$ cat src/rtl/shutdown_pkg.sv
// Function
// - software shutdown request forces override levels
// - no restart: shutdown holds while flag set
// - restart enabled: hardware clears flag, resumes
// - flag shows shutdown; software, hardware set/clear
// - enabled active source overrides outputs at once
// - two-bit fields set B/D and A/C levels
// - six shutdown sources are active low
// - each source has own enable bit
// - sources level sensitive; active level blocks clear
// - every shutdown event raises interrupt flag; code raises it only if flag clear
// - restart only after source removed or disabled
// - restart enabled: hardware clears when faults gone
// - resume only at next data rising edge
// - software clear ignored while condition present
package shutdown_pkg;
	localparam int num_sources = 6;
	// source enable bit positions
	localparam int src_pin = 0;
	localparam int src_tmr2 = 1;
	localparam int src_tmr4 = 2;
	localparam int src_tmr6 = 3;
	localparam int src_cmp1 = 4;
	localparam int src_cmp2 = 5;
	// override level codes
	localparam logic [1:0] lvl_inactive = 2'h0;
	localparam logic [1:0] lvl_tristate = 2'h1;
	localparam logic [1:0] lvl_low = 2'h2;
	localparam logic [1:0] lvl_high = 2'h3;
	localparam logic [1:0] level_reset = 2'h0;
	localparam logic [num_sources-1:0] enable_reset = 6'h00;
	localparam logic [num_sources-1:0] src_idle_n = 6'h3f;
	localparam logic data_idle = 1'h0;
	localparam logic flag_reset = 1'h0;
	typedef enum logic [2:0]
	{
		st_run = 3'h1,
		st_shut = 3'h2,
		st_wait_edge = 3'h4
	} shut_state_t;
endpackage

$ cat src/rtl/override_drive.sv
`timescale 1ns/100ps
module override_drive
(
	input wire logic [1:0] level_i,
	input wire logic inactive_i,
	output logic pin_o,
	output logic pin_oe_o
);
	// inactive level is the deasserted polarity of the output
	wire force_w = (level_i == shutdown_pkg::lvl_high);
	wire float_w = (level_i == shutdown_pkg::lvl_tristate);
	wire drive_low_w = (level_i == shutdown_pkg::lvl_low);
	assign pin_o = force_w ? 1'b1 : (drive_low_w ? 1'b0 : inactive_i);
	assign pin_oe_o = !float_w;
endmodule

$ cat src/rtl/waveform_auto_shutdown.sv
`timescale 1ns/100ps
module waveform_auto_shutdown
(
	input wire logic clock_i,
	input wire logic rst_i,
	// waveform generator outputs in normal operation
	input wire logic wave_a_i,
	input wire logic wave_b_i,
	input wire logic wave_c_i,
	input wire logic wave_d_i,
	input wire logic data_in_i,
	// output polarities (inactive level for override code 0)
	input wire logic inactive_a_i,
	input wire logic inactive_b_i,
	input wire logic inactive_c_i,
	input wire logic inactive_d_i,
	// active-low shutdown sources
	input wire logic shutdown_pin_n_i,
	input wire logic tmr2_post_n_i,
	input wire logic tmr4_post_n_i,
	input wire logic tmr6_post_n_i,
	input wire logic cmp1_out_n_i,
	input wire logic cmp2_out_n_i,
	// shutdown control bits
	input wire logic [5:0] source_enable_bits_i,
	input wire logic [1:0] override_level_bd_i,
	input wire logic [1:0] override_level_ac_i,
	input wire logic restart_enable_i,
	input wire logic shutdown_set_i,
	input wire logic shutdown_clear_i,
	input wire logic irq_clear_i,
	output logic shutdown_flag_o,
	output logic shutdown_irq_flag_o,
	output logic override_active_o,
	output logic out_a_o,
	output logic out_a_oe_o,
	output logic out_b_o,
	output logic out_b_oe_o,
	output logic out_c_o,
	output logic out_c_oe_o,
	output logic out_d_o,
	output logic out_d_oe_o
);
	// ----------------------------------------
	// source conditioning
	// ----------------------------------------
	// the raw pin levels are used unsynchronised for the override path only, so
	// the fault reaches the outputs without waiting for a clock edge
	logic [5:0] raw_n;
	logic [5:0] sync1_q;
	logic [5:0] sync2_q;
	logic data_sync1_q;
	logic data_sync2_q;
	logic data_prev_q;

	// bit order follows the enable field
	assign raw_n[shutdown_pkg::src_pin] = shutdown_pin_n_i;
	assign raw_n[shutdown_pkg::src_tmr2] = tmr2_post_n_i;
	assign raw_n[shutdown_pkg::src_tmr4] = tmr4_post_n_i;
	assign raw_n[shutdown_pkg::src_tmr6] = tmr6_post_n_i;
	assign raw_n[shutdown_pkg::src_cmp1] = cmp1_out_n_i;
	assign raw_n[shutdown_pkg::src_cmp2] = cmp2_out_n_i;

	// synchronisers reset to the idle level, so no false fault follows reset
	always_ff @(posedge clock_i or posedge rst_i)
	begin
		if (rst_i)
		begin
			sync1_q <= shutdown_pkg::src_idle_n;
		end
		else
		begin
			sync1_q <= raw_n;
		end
	end

	// only this stage is read by the flag logic
	always_ff @(posedge clock_i or posedge rst_i)
	begin
		if (rst_i)
		begin
			sync2_q <= shutdown_pkg::src_idle_n;
		end
		else
		begin
			sync2_q <= sync1_q;
		end
	end

	always_ff @(posedge clock_i or posedge rst_i)
	begin
		if (rst_i)
		begin
			data_sync1_q <= shutdown_pkg::data_idle;
		end
		else
		begin
			data_sync1_q <= data_in_i;
		end
	end

	always_ff @(posedge clock_i or posedge rst_i)
	begin
		if (rst_i)
		begin
			data_sync2_q <= shutdown_pkg::data_idle;
		end
		else
		begin
			data_sync2_q <= data_sync1_q;
		end
	end

	// the edge history follows the second stage only
	always_ff @(posedge clock_i or posedge rst_i)
	begin
		if (rst_i)
		begin
			data_prev_q <= shutdown_pkg::data_idle;
		end
		else
		begin
			data_prev_q <= data_sync2_q;
		end
	end

	function automatic logic any_active(input logic [5:0] lvl_n, input logic [5:0] en);
		any_active = |(~lvl_n & en);
	endfunction

	// async fault view feeds only the output override
	wire fault_async_w = any_active(raw_n, source_enable_bits_i);
	// clocked fault view drives the flag, level sensitive
	wire fault_sync_w = any_active(sync2_q, source_enable_bits_i);
	wire data_rise_w = data_sync2_q && !data_prev_q;

	// ----------------------------------------
	// shutdown flag and state
	// ----------------------------------------
	shutdown_pkg::shut_state_t state_q;
	shutdown_pkg::shut_state_t state_d;
	logic flag_q;
	logic flag_d;
	logic irq_q;
	logic irq_d;

	// ----------------------------------------
	// restart qualification
	// ----------------------------------------
	wire set_event_w = shutdown_set_i || fault_sync_w;
	// clearing is only possible once every enabled source has gone
	wire may_clear_w = !fault_sync_w && !shutdown_set_i;
	wire sw_clear_w = shutdown_clear_i && !restart_enable_i && may_clear_w;
	wire hw_clear_w = restart_enable_i && may_clear_w;

	always_comb
	begin
		flag_d = flag_q;
		// set wins, so a fault that returns in the clearing cycle is never lost
		if (set_event_w)
			flag_d = 1'b1;
		else if (flag_q && (sw_clear_w || hw_clear_w))
			flag_d = 1'b0;
	end

	// ----------------------------------------
	// interrupt flag
	// ----------------------------------------
	// a new shutdown event wins over a clear in the same cycle
	wire new_event_w = set_event_w && !flag_q;
	assign irq_d = new_event_w ? 1'b1 : (irq_clear_i ? 1'b0 : irq_q);

	// ----------------------------------------
	// state sequencing
	// ----------------------------------------
	// outputs leave the forced levels only from the run state
	wire in_run_w = (state_q == shutdown_pkg::st_run);

	always_comb
	begin
		state_d = state_q;
		unique case (state_q)
			shutdown_pkg::st_run:
			begin
				if (flag_d)
					state_d = shutdown_pkg::st_shut;
			end
			shutdown_pkg::st_shut:
			begin
				if (!flag_d)
					state_d = shutdown_pkg::st_wait_edge;
			end
			shutdown_pkg::st_wait_edge:
			begin
				// a new event here goes back to shut without resuming
				if (flag_d)
					state_d = shutdown_pkg::st_shut;
				else if (data_rise_w)
					state_d = shutdown_pkg::st_run;
			end
			default:
				state_d = shutdown_pkg::st_shut;
		endcase
	end

	// flag and state share an edge, so the state never lags the flag
	always_ff @(posedge clock_i or posedge rst_i)
	begin
		if (rst_i)
		begin
			state_q <= shutdown_pkg::st_run;
		end
		else
		begin
			state_q <= state_d;
		end
	end

	always_ff @(posedge clock_i or posedge rst_i)
	begin
		if (rst_i)
		begin
			flag_q <= shutdown_pkg::flag_reset;
		end
		else
		begin
			flag_q <= flag_d;
		end
	end

	// sticky until software clears it
	always_ff @(posedge clock_i or posedge rst_i)
	begin
		if (rst_i)
		begin
			irq_q <= shutdown_pkg::flag_reset;
		end
		else
		begin
			irq_q <= irq_d;
		end
	end

	// ----------------------------------------
	// output override
	// ----------------------------------------
	// the request input is folded in directly so software shutdown is also immediate;
	// raw pins reach the outputs unfiltered, so a glitch on an enabled source forces them too
	wire override_w = fault_async_w || shutdown_set_i || !in_run_w;
	logic [3:0] ovr_pin;
	logic [3:0] ovr_oe;

	// normal levels pass untouched; the forced level replaces them only while overridden
	function automatic logic steer(input logic ovr, input logic forced, input logic normal);
		steer = ovr ? forced : normal;
	endfunction

	override_drive drive_a
	(
		.level_i(override_level_ac_i),
		.inactive_i(inactive_a_i),
		.pin_o(ovr_pin[0]),
		.pin_oe_o(ovr_oe[0])
	);
	override_drive drive_b
	(
		.level_i(override_level_bd_i),
		.inactive_i(inactive_b_i),
		.pin_o(ovr_pin[1]),
		.pin_oe_o(ovr_oe[1])
	);
	override_drive drive_c
	(
		.level_i(override_level_ac_i),
		.inactive_i(inactive_c_i),
		.pin_o(ovr_pin[2]),
		.pin_oe_o(ovr_oe[2])
	);
	override_drive drive_d
	(
		.level_i(override_level_bd_i),
		.inactive_i(inactive_d_i),
		.pin_o(ovr_pin[3]),
		.pin_oe_o(ovr_oe[3])
	);

	// a and c share the ac field, b and d the bd field
	assign out_a_o = steer(override_w, ovr_pin[0], wave_a_i);
	assign out_b_o = steer(override_w, ovr_pin[1], wave_b_i);
	assign out_c_o = steer(override_w, ovr_pin[2], wave_c_i);
	assign out_d_o = steer(override_w, ovr_pin[3], wave_d_i);

	// a floated output drops its enable only while overridden
	assign out_a_oe_o = steer(override_w, ovr_oe[0], 1'h1);
	assign out_b_oe_o = steer(override_w, ovr_oe[1], 1'h1);
	assign out_c_oe_o = steer(override_w, ovr_oe[2], 1'h1);
	assign out_d_oe_o = steer(override_w, ovr_oe[3], 1'h1);

	// ----------------------------------------
	// status outputs
	// ----------------------------------------
	assign override_active_o = override_w;
	assign shutdown_flag_o = flag_q;
	assign shutdown_irq_flag_o = irq_q;
endmodule

$ cat config.mk
export PLATFORM = sky130hd
export DESIGN_NAME = waveform_auto_shutdown
export DESIGN_NICKNAME = d
export VERILOG_FILES = /design/src/rtl/shutdown_pkg.sv /design/src/rtl/override_drive.sv /design/src/rtl/waveform_auto_shutdown.sv
export SDC_FILE = /design/constraint.sdc
export NUM_CORES = 1
export LEC_CHECK = 0
export BUFFER_PORTS_ARGS = -buffer_cell sky130_fd_sc_hd__buf_2
export CAP_MARGIN = 30
export CORE_MARGIN = 4
export CORE_UTILIZATION = 30
export DETAILED_ROUTE_END_ITERATION = 8
export GPL_TIMING_DRIVEN = 0
export PLACE_DENSITY = 0.64
export SYNTH_ARGS = -nofsm -noshare
export SYNTH_HDL_FRONTEND = slang
export SYNTH_HIERARCHICAL = 1
export SYNTH_SLANG_ARGS = --single-unit
$ cat constraint.sdc
create_clock -name clock_i -period 1.9 [get_ports clock_i]
set_input_delay 0.19 -clock clock_i [delete_from_list [all_inputs] [get_ports clock_i]]
set_output_delay 0.19 -clock clock_i [all_outputs]
set_load 0.01 [all_outputs]
==> qor.yml, run 1 <==
status: "complete, but fails checks"
violations: "hold timing, setup timing"
syn2layout_area_growth_pct: 54.32
grt_pass1_wl_mm: 3.381
antenna_cells: 0
hold_path_class: "in -> async"
p_int_uw: 757.7
first_global_vias: 853
nets: 161
worst_slack_ps: -398.6
drive_gt1_frac: 0.6047
post-place-ws_ps: -209.3
die_x_um: 62.72
hold_viol: 7
post_drt_wl_per_cell_um: 12.73
worst_setup_path_end_kind: "output pin"
grt_start_max_net_pins: 21
seqPwrFrac: 0.484
synth_area_leader_cell: "dfstp_2"
drv_slew: 0
vias: 754
antenna_found_initial: 0
antenna_left: 0
setup_viol: 9
clk_latency_ps: 300
slew-limit-headroom: 0.5373
drt-pass1-iter-count: 4
finish.instance_area_mm2: 0.001386
syn_area_um2: 898.4
reg2regPathDepth: 4
startpoint_type: "register"
drc: 0
die-height_um: 62.72
numClockSinks: 20
clk_pin_slew_worst_paths_ps: 110
synth_nets: 103
finalCoreUtilization: 0.4942
rr_startpoint: "sync2_q[5]$_DFF_PP1_"
gr-total-overflow: 0
crit_path_max_fanout: 7
ios: 42
cts_made_buffers: 3
fmax_mhz: 435.1
cp-endpoint: "out_c_o"
clockBufferDepth: 2
peakVddDrop_mv: 0.2366
cts_root_buffer: "clkbuf_4"
worst_hold_slack_ps: -29.37
grt.total_usage: 0.1079
period_share: 1.210
synth_top_area_frac: 0.3802
p_sw_uw: 202.8
reg2reg_slack_ps: 360
swShare: 0.2112
ctsHtreeMaxLevel: 1
synth-seq-cells: 20
row_count: 19
cts_tree: "done"
initial_core_util: 0.3202
portBuffers: 41
rsz0062_at_grt: "yes"
arrival_ps: 2110
syn_area_per_cell_um2: 12.48
pwr-share-comb: 0.156
totalWireLength_mm: 2.037
clkPwrFrac: 0.360
powerDensity_mw_per_mm2: 692.8
syn_inst: 72
startpoint: "state_q[0]$_DFFE_PP1P_"
yosys_warnings: 6
dp_hpwl_mm: 1.489
synth_cell_type_count: 23
required_ps: 1710
setup_tns_ps: -2996
fillers: 254
gp_congestion: 0.7404
worst_pin_slew_ps: 693.2
maxCapViolations: 0
core_mm2: 0.002805
fin_crit_ps: 2299
critical_path_class: "reg -> out"
dpl_cell_area_mm2: 0.001142
drt-initial-drc-count: 17
leakagePower_nw: 0.6514
dieArea_mm2: 0.003934
finClkSkew_ps: 3.118
viasPerCell: 4.713
yosys-top-cells-area: "dfstp_2 (38%), dfrtp_1 (19%), mux2_4 (6.7%), mux2_2 (5.0%), inv_1 (4.2%)"
r2r-end: "state_q[1]$_DFFE_PP0P_"
ys_seq_area_frac: 0.5752
layer usage:
metal,wire length (um),up-vias,part of all wire,track usage
met5,0,-,0,0
met4,12,0,0.0059,0.01653
met3,228,2,0.11,0.05935
met2,1061,38,0.52,0.1984
met1,733,355,0.36,0.1077
li1,-,359,-,-
power by group through the flow:
stage                     Clock, mW  Combinational [mW]  Sequential (mW)
after floorplan                   0              0.0603            0.471
final                         0.346               0.150            0.465
after detailed placement          0               0.119            0.472
after global placement            0               0.117            0.471
after global routing          0.374               0.165            0.468
after CTS                     0.357               0.151            0.465
final cells by class:
type / instances / area (um2) / area share
Timing Repair Buffer: 53 / 376.6 / 0.2717
Clock inverter: 1 / 30.03 / 0.02166
Tap cell: 31 / 38.79 / 0.02798
Inverter: 10 / 37.54 / 0.02708
Clock buffer: 3 / 22.52 / 0.01625
Sequential cell: 20 / 516.7 / 0.3727
Multi-Input combinational cell: 42 / 364.1 / 0.2626
repair_timing:
action	CTS	global route
setup endpoints to repair	9	9
pin swaps	2	1
gates resized for setup	15	3
buffers inserted	4	1
hold buffers	7	0
endpoints found under the hold margin	7	0
cells in the mapped netlist:
master     instances
nand2b_1           6
nand3b_1           2
nand2_1            2
mux2_4             4
o2111ai_1          1
dfstp_2           13
o21ai_0            1
or2_2              4
nor3_1             2
a211oi_1           1
nor2_1             1
nor2b_1            3
dfrtp_1            7
o221ai_1           1
a2111oi_0          1
nor4_4             1
or4_2              1
inv_1             10
o22ai_1            4
xor2_1             1
a21oi_1            1
mux2_2             4
or4b_4             1
registers in the layout (all words and copies together) (netlist names):
name	count
data_prev_q	1
data_sync2_q	1
state_q	3
sync1_q	6
data_sync1_q	1
shutdown_flag_o	1
sync2_q	6
shutdown_irq_flag_o	1
cell families (layout without fill, tap and decap cells):
| group | after synthesis | in the layout | share of synthesized area |
|---|---|---|---|
| mux | 8 | 8 | 0.1170 |
| buf+inv | 10 | 67 | 0.04179 |
| flops | 20 | 20 | 0.5752 |
| compound gates | 10 | 10 | 0.07659 |
| xor+xnor | 1 | 1 | 0.009751 |
| simple gates | 23 | 23 | 0.1797 |
stage by stage:
stage	power, mW	std cells
2_1_floorplan	0.5315	72
3_3_place_gp	0.5873	144
3_5_place_dp	0.5911	144
4_1_cts	0.9726	159
5_1_grt	1.006	160
6_report	0.9605	160
critical path: stages, from the launching register on:
cell and delay [ps]:
dfstp_2 550, or4b_4 490, nor4_4 170, buf_6 170, mux2_4 310, buf_6 120
how the worst min path moves through the flow:
stage	startpoint	endpoint	slack, ps	depth (start not counted)
2_1_floorplan	rst_i	data_prev_q$_DFF_PP0_	140	1
3_3_place_gp	data_in_i	data_sync1_q$_DFF_PP0_	300	1
3_5_place_dp	tmr2_post_n_i	sync1_q[1]$_DFF_PP1_	310	1
4_1_cts	rst_i	data_prev_q$_DFF_PP0_	0.4	2
5_1_grt	rst_i	data_prev_q$_DFF_PP0_	20	2
6_report	rst_i	data_sync2_q$_DFF_PP0_	-30	2
cell usage in the layout (no fill, tap or decap), drive strengths merged, types with 2 or more instances in the layout:
master	Yosys	layout
buf	0	46
dfstp	13	13
inv	10	10
mux2	8	8
dfrtp	7	7
dlygate4sd3	0	7
nand2b	6	6
o22ai	4	4
or2	4	4
nor2b	3	3
clkbuf	0	3
nand2	2	2
nand3b	2	2
nor3	2	2
No activity file was read; power rests on OpenSTA's default activity.
==> run 2: changes to the inputs <==
==> constraint.sdc (replaced) <==
create_clock -name clock_i -period 1.9 [get_ports clock_i]
set_input_delay 0.57 -clock clock_i [delete_from_list [all_inputs] [get_ports clock_i]]
set_output_delay 0.57 -clock clock_i [all_outputs]
set_load 0.01 [all_outputs]
==> run 2 against run 1 <==
Against the previous run:
- the flow finishes with violations (setup timing)
- non-clock buffer count down 7
- total power down 12%
- first-iteration DRC count rose to 3.5 times the previous value
- clock power down 31%
- sequential share of layout area up 2.5 points
- via count down 4.2%
- hold slack better by 390 ps
- die area unchanged
- combinational power down 8%
- register-to-register slack about the same
- critical path type unchanged
- largest cell class unchanged
==> qor.yml, run 2 (same netlist as run 1, synthesis figures left out) <==
cpMostUsedCell: "buf_6"
maxCapViolations: 0
initial_core_util: 0.3202
die-height_um: 62.72
antenna_found_initial: 0
cts_tree: "done"
rsz0062_at_grt: "yes"
r2r-end: "state_q[2]$_DFFE_PP0P_"
worst_slack_ps: -752.1
post-place-ws_ps: -803.0
grt_pass1_wl_mm: 3.298
drive_gt1_frac: 0.6475
drv_slew: 0
vias: 722
required_ps: 1330
reg2reg_slack_ps: 360
first_global_vias: 826
gr-total-overflow: 0
numClockSinks: 20
hold_path_class: "in -> async"
row_count: 19
leakagePower_nw: 0.6166
finClkSkew_ps: 0.7515
fmax_mhz: 377.1
startpoint_type: "register"
finish.instance_area_mm2: 0.001301
final_common_cell: "buf_2"
antenna_left: 0
violations: "setup timing"
status: "complete, but fails checks"
viasPerCell: 4.719
slowest_stage: "dfstp_2"
drc: 0
period_share: 1.396
cts_made_buffers: 3
ctsHtreeMaxLevel: 1
antenna_cells: 0
hold_viol: 0
drt-pass1-iter-count: 4
cts_root_buffer: "clkbuf_4"
die_x_um: 62.72
reg2regPathDepth: 4
fin_crit_ps: 2652
drt-initial-drc-count: 59
grt_start_max_net_pins: 21
clk_latency_ps: 290
peakVddDrop_mv: 0.2333
clk_pin_slew_worst_paths_ps: 110
worst_pin_slew_ps: 693.6
largestRegisters: "sync1_q (6), sync2_q (6), state_q (3)"
dieArea_mm2: 0.003934
cp_cell_sequence: "or4b_4 -> nor4_4 -> buf_6 -> mux2_4 -> buf_6"
powerDensity_mw_per_mm2: 647.2
syn2layout_area_growth_pct: 44.85
worst_setup_path_end_kind: "output pin"
nets: 154
portBuffers: 41
clockBufferDepth: 2
crit_path_max_fanout: 7
arrival_ps: 2080
setup_viol: 9
cp_slowest_stage_delay_ps: 540
core_mm2: 0.002805
fillers: 269
slew-limit-headroom: 0.5371
gp_congestion: 0.7857
power_uw: 842.1
ios: 42
totalWireLength_mm: 1.893
post_drt_wl_per_cell_um: 12.37
worst_hold_slack_ps: 359.9
grt.total_usage: 0.1039
final_cell_mix: "buf_2 (32), dfstp_2 (13), buf_6 (11)"
dp_hpwl_mm: 1.512
critical_path_class: "reg -> out"
dpl_cell_area_mm2: 0.001142
rr_startpoint: "sync2_q[5]$_DFF_PP1_"
[run 2: cell types whose count changed in the layout (fill, tap and decap cells not counted), sizes merged]
cell | before | now
clkbuf | 3 | 4
bufinv | 1 | 0
dlygate4sd3 | 7 | 0
[run 2: worst max-delay path: cells and delay by family (launching register included)]
kind	cells	cell delay, ps
mux	1	310
buf+inv	2	290
flops	1	540
simple gates	2	650
[run 2: cell type report]
cell class	count	area, um2	area share
flip-flops and latches	20	518.0	0.3981
multi-input cells	42	364.1	0.2798
repair buffers	46	306.5	0.2356
well taps	31	38.79	0.02981
inverters	10	37.54	0.02885
clock buffers	4	36.28	0.02788
[run 2: worst max-delay path by stage]
stage	startpoint	endpoint	depth (start not counted)
after floorplan	shutdown_set_i	out_a_o	3
after global placement	shutdown_set_i	out_c_o	5
after detailed placement	shutdown_set_i	out_a_o	5
after CTS	state_q[0]$_DFFE_PP1P_	out_a_o	5
after global routing	state_q[0]$_DFFE_PP1P_	out_a_o	5
final	state_q[0]$_DFFE_PP1P_	out_a_o	5
[run 2: through the flow]
| stage | std cells | util | TNS (ps) |
|---|---|---|---|
| 4_1_cts | 153 | 0.4612 | -6748 |
| 3_3_place_gp | 144 | 0.4072 | -5989 |
| 5_1_grt | 153 | 0.4639 | -7001 |
| 3_5_place_dp | 144 | 0.4072 | -6162 |
| 2_1_floorplan | 72 | - | -3222 |
| 6_report | 153 | 0.4639 | -6225 |
[run 2: layer usage]
layer | GRT usage | routed length, um
met2 | 0.1838 | 916
met3 | 0.04317 | 214
met5 | 0 | 0
met1 | 0.1085 | 751
met4 | 0.04132 | 11
[run 2: where the power goes]
group	switching (mW)	internal (mW)	total [mW]	leakage (nW)
registers	0.00801	0.456	0.464	0.217
logic	0.0587	0.0795	0.138	0.379
clock network	0.123	0.117	0.240	0.0210
total	0.190	0.652	0.842	0.617
[run 2: what timing repair did]
item / 4_1_cts / 5_1_grt
cloned: 0 / 0
setup endpoints to repair: 9 / 9
buffers inserted: 5 / 1
hold endpoints to repair: 0 / 0
pin swaps: 2 / 2
resized for setup: 16 / 3
hold buffers: 0 / 0
==> run 3: changes to the inputs <==
SETUP_SLACK_MARGIN = 0.05   (was unset)
SYNTH_HIERARCHICAL = unset   (was 1)
==> run 3 against run 2 <==
Against the previous run:
- the run still ends with setup timing left
- fmax up 16%
- first-iteration DRC count fell by 81%
- cell count rose by 2.6%
- largest cell class unchanged
- critical endpoint is now out_c_oe_o
- highest routed layer unchanged
==> qor.yml, run 3 <==
powerDensity_mw_per_mm2: 696.1
hold_viol: 0
required_ps: 1330
leakagePower_nw: 0.6550
ys_seq_area_frac: 0.5728
stdcell_count: 157
nets: 158
startpoint_type: "primary input"
viasPerCell: 4.611
drt-initial-drc-count: 11
arrival_ps: 1720
cts_tree: "done"
grt_start_max_net_pins: 21
ctsHtreeMaxLevel: 1
reg2reg_slack_ps: 330
gr-total-overflow: 0
worst_pin_slew_ps: 712.0
gp_congestion: 0.7015
synth_area_leader_cell: "dfstp_2"
dieArea_mm2: 0.003948
clockBufferDepth: 2
final_common_cell: "buf_2"
numClockSinks: 20
p_int_uw: 763.4
p_sw_uw: 210.3
syn_area_um2: 902.1
ios: 42
clk_latency_ps: 300
die-height_um: 62.84
synth_cell_type_count: 26
finalCoreUtilization: 0.4987
seqPwrFrac: 0.477
violations: "setup timing"
status: "complete, but fails checks"
core_mm2: 0.002805
antenna_cells: 0
portBuffers: 41
worst_setup_path_end_kind: "output pin"
yosys_warnings: 0
clkPwrFrac: 0.350
drc: 0
reg2regPathDepth: 4
fillers: 258
worst_slack_ps: -386.2
clk_pin_slew_worst_paths_ps: 110
finClkSkew_ps: 1.879
crit_path_max_fanout: 7
pwr-share-comb: 0.173
async_flop_share: 1.000
vias: 724
synth-edff-count: 0
ys_top_cells_by_count: "inv_1 (16), dfstp_2 (13), dfrtp_1 (7)"
grt.total_usage: 0.1090
synth.most_common_cell: "inv_1"
hold_path_class: "reg -> reg"
period_share: 1.203
placed_cells: 148
drv_slew: 0
syn_area_per_cell_um2: 11.87
antenna_left: 0
post_drt_wl_per_cell_um: 12.57
critical_path_class: "in -> out"
drt-pass1-iter-count: 4
first_global_vias: 809
min_path_cells: 0
cts_hold_buf: 0
synth_nets: 107
setup_viol: 9
synthFlopType: "dfstp_2"
maxCapViolations: 0
grt_pass1_wl_mm: 3.415
drive_gt1_frac: 0.7063
swShare: 0.2160
peakVddDrop_mv: 0.3677
yosys-top-cells-area: "dfstp_2 (38%), dfrtp_1 (19%), inv_1 (6.7%), mux2_2 (5.0%), o21ai_0 (3.3%)"
fmax_mhz: 437.4
initial_core_util: 0.3216
syn2layout_area_growth_pct: 55.06
cts_root_buffer: "clkbuf_4"
die_x_um: 62.84
totalWireLength_mm: 1.974
row_count: 19
fin_crit_ps: 2286
synth_top_area_frac: 0.3786
dp_hpwl_mm: 1.526
final_cell_mix: "buf_2 (29), dfstp_2 (13), buf_6 (12)"
rsz0062_at_grt: "yes"
cts_made_buffers: 3
antenna_found_initial: 0
syn_inst: 76
synth-seq-cells: 20
largestRegisters: "sync1_q (6), sync2_q (6), state_q (3)"
slew-limit-headroom: 0.5248
run 3: what timing repair did:
action / in CTS / in global routing
pin swaps: 7 / 4
cloned: 0 / 0
buffers inserted: 4 / 1
endpoints found under the setup margin: 9 / 9
gates resized for setup: 22 / 5
run 3: path summary, 6_finish.rpt:
path,startpoint,to
hold / removal,data_sync1_q$_DFF_PP0_,data_sync2_q$_DFF_PP0_
setup / recovery,shutdown_pin_n_i,out_c_oe_o
hold reg to reg,data_sync1_q$_DFF_PP0_,data_sync2_q$_DFF_PP0_
max in group asynchronous,rst_i,state_q[1]$_DFFE_PP0P_
min in group asynchronous,rst_i,shutdown_irq_flag_o$_DFFE_PP0P_
setup reg to reg,sync2_q[4]$_DFF_PP1_,state_q[1]$_DFFE_PP0P_
run 3: final cells by class:
type | instances | area [um2] | area share
inverter | 16 | 82.58 | 0.05903
clock inverter | 1 | 30.03 | 0.02147
buffer | 2 | 22.52 | 0.01610
timing repair buffer | 46 | 325.3 | 0.2326
tap | 31 | 38.79 | 0.02773
sequential | 20 | 518.0 | 0.3703
clock buffer | 3 | 22.52 | 0.01610
multi-input combinational | 38 | 359.1 | 0.2567
run 3: kinds of logic after synthesis:
family,synth area share
flops,0.5728
buf+inv,0.08322
simple gates,0.1373
compound gates,0.1359
mux,0.06102
xor+xnor,0.009711
run 3: power by group through the flow:
stage	Clock, mW	Combinational [mW]	Sequential (mW)
after CTS	0.354	0.169	0.465
after detailed placement	0	0.139	0.473
final	0.341	0.168	0.465
after floorplan	0	0.0731	0.472
after global routing	0.372	0.184	0.467
after global placement	0	0.135	0.472
run 3: through the flow:
step                hold slack [ps]  worst slack [ps]  power, mW  instance area [um2]  setup TNS [ps]
floorplan                     331.2            -148.5     0.5452                954.7          -734.5
global placement              337.0            -515.5     0.6062                 1199           -3759
detailed placement            335.8            -575.0     0.6122                 1199           -4246
CTS                           353.5            -457.5     0.9876                 1379           -3383
global route                  330.4            -445.5      1.024                 1399           -3503
finish                        357.9            -386.2     0.9737                 1399           -2983
run 3: worst max-delay path, stage by stage:
cell and delay, ps:
buf_2 120, o22ai_2 200, nor4_4 70, buf_6 140, or3b_4 390, buf_6 120, buf_6 110
run 3: metal layers:
metal,global-route usage,up-vias,part of all wire
met5,0,-,0
met4,0.03306,0,0.011
met3,0.04856,2,0.10
met2,0.1784,40,0.48
met1,0.1279,336,0.41
li1,-,346,-
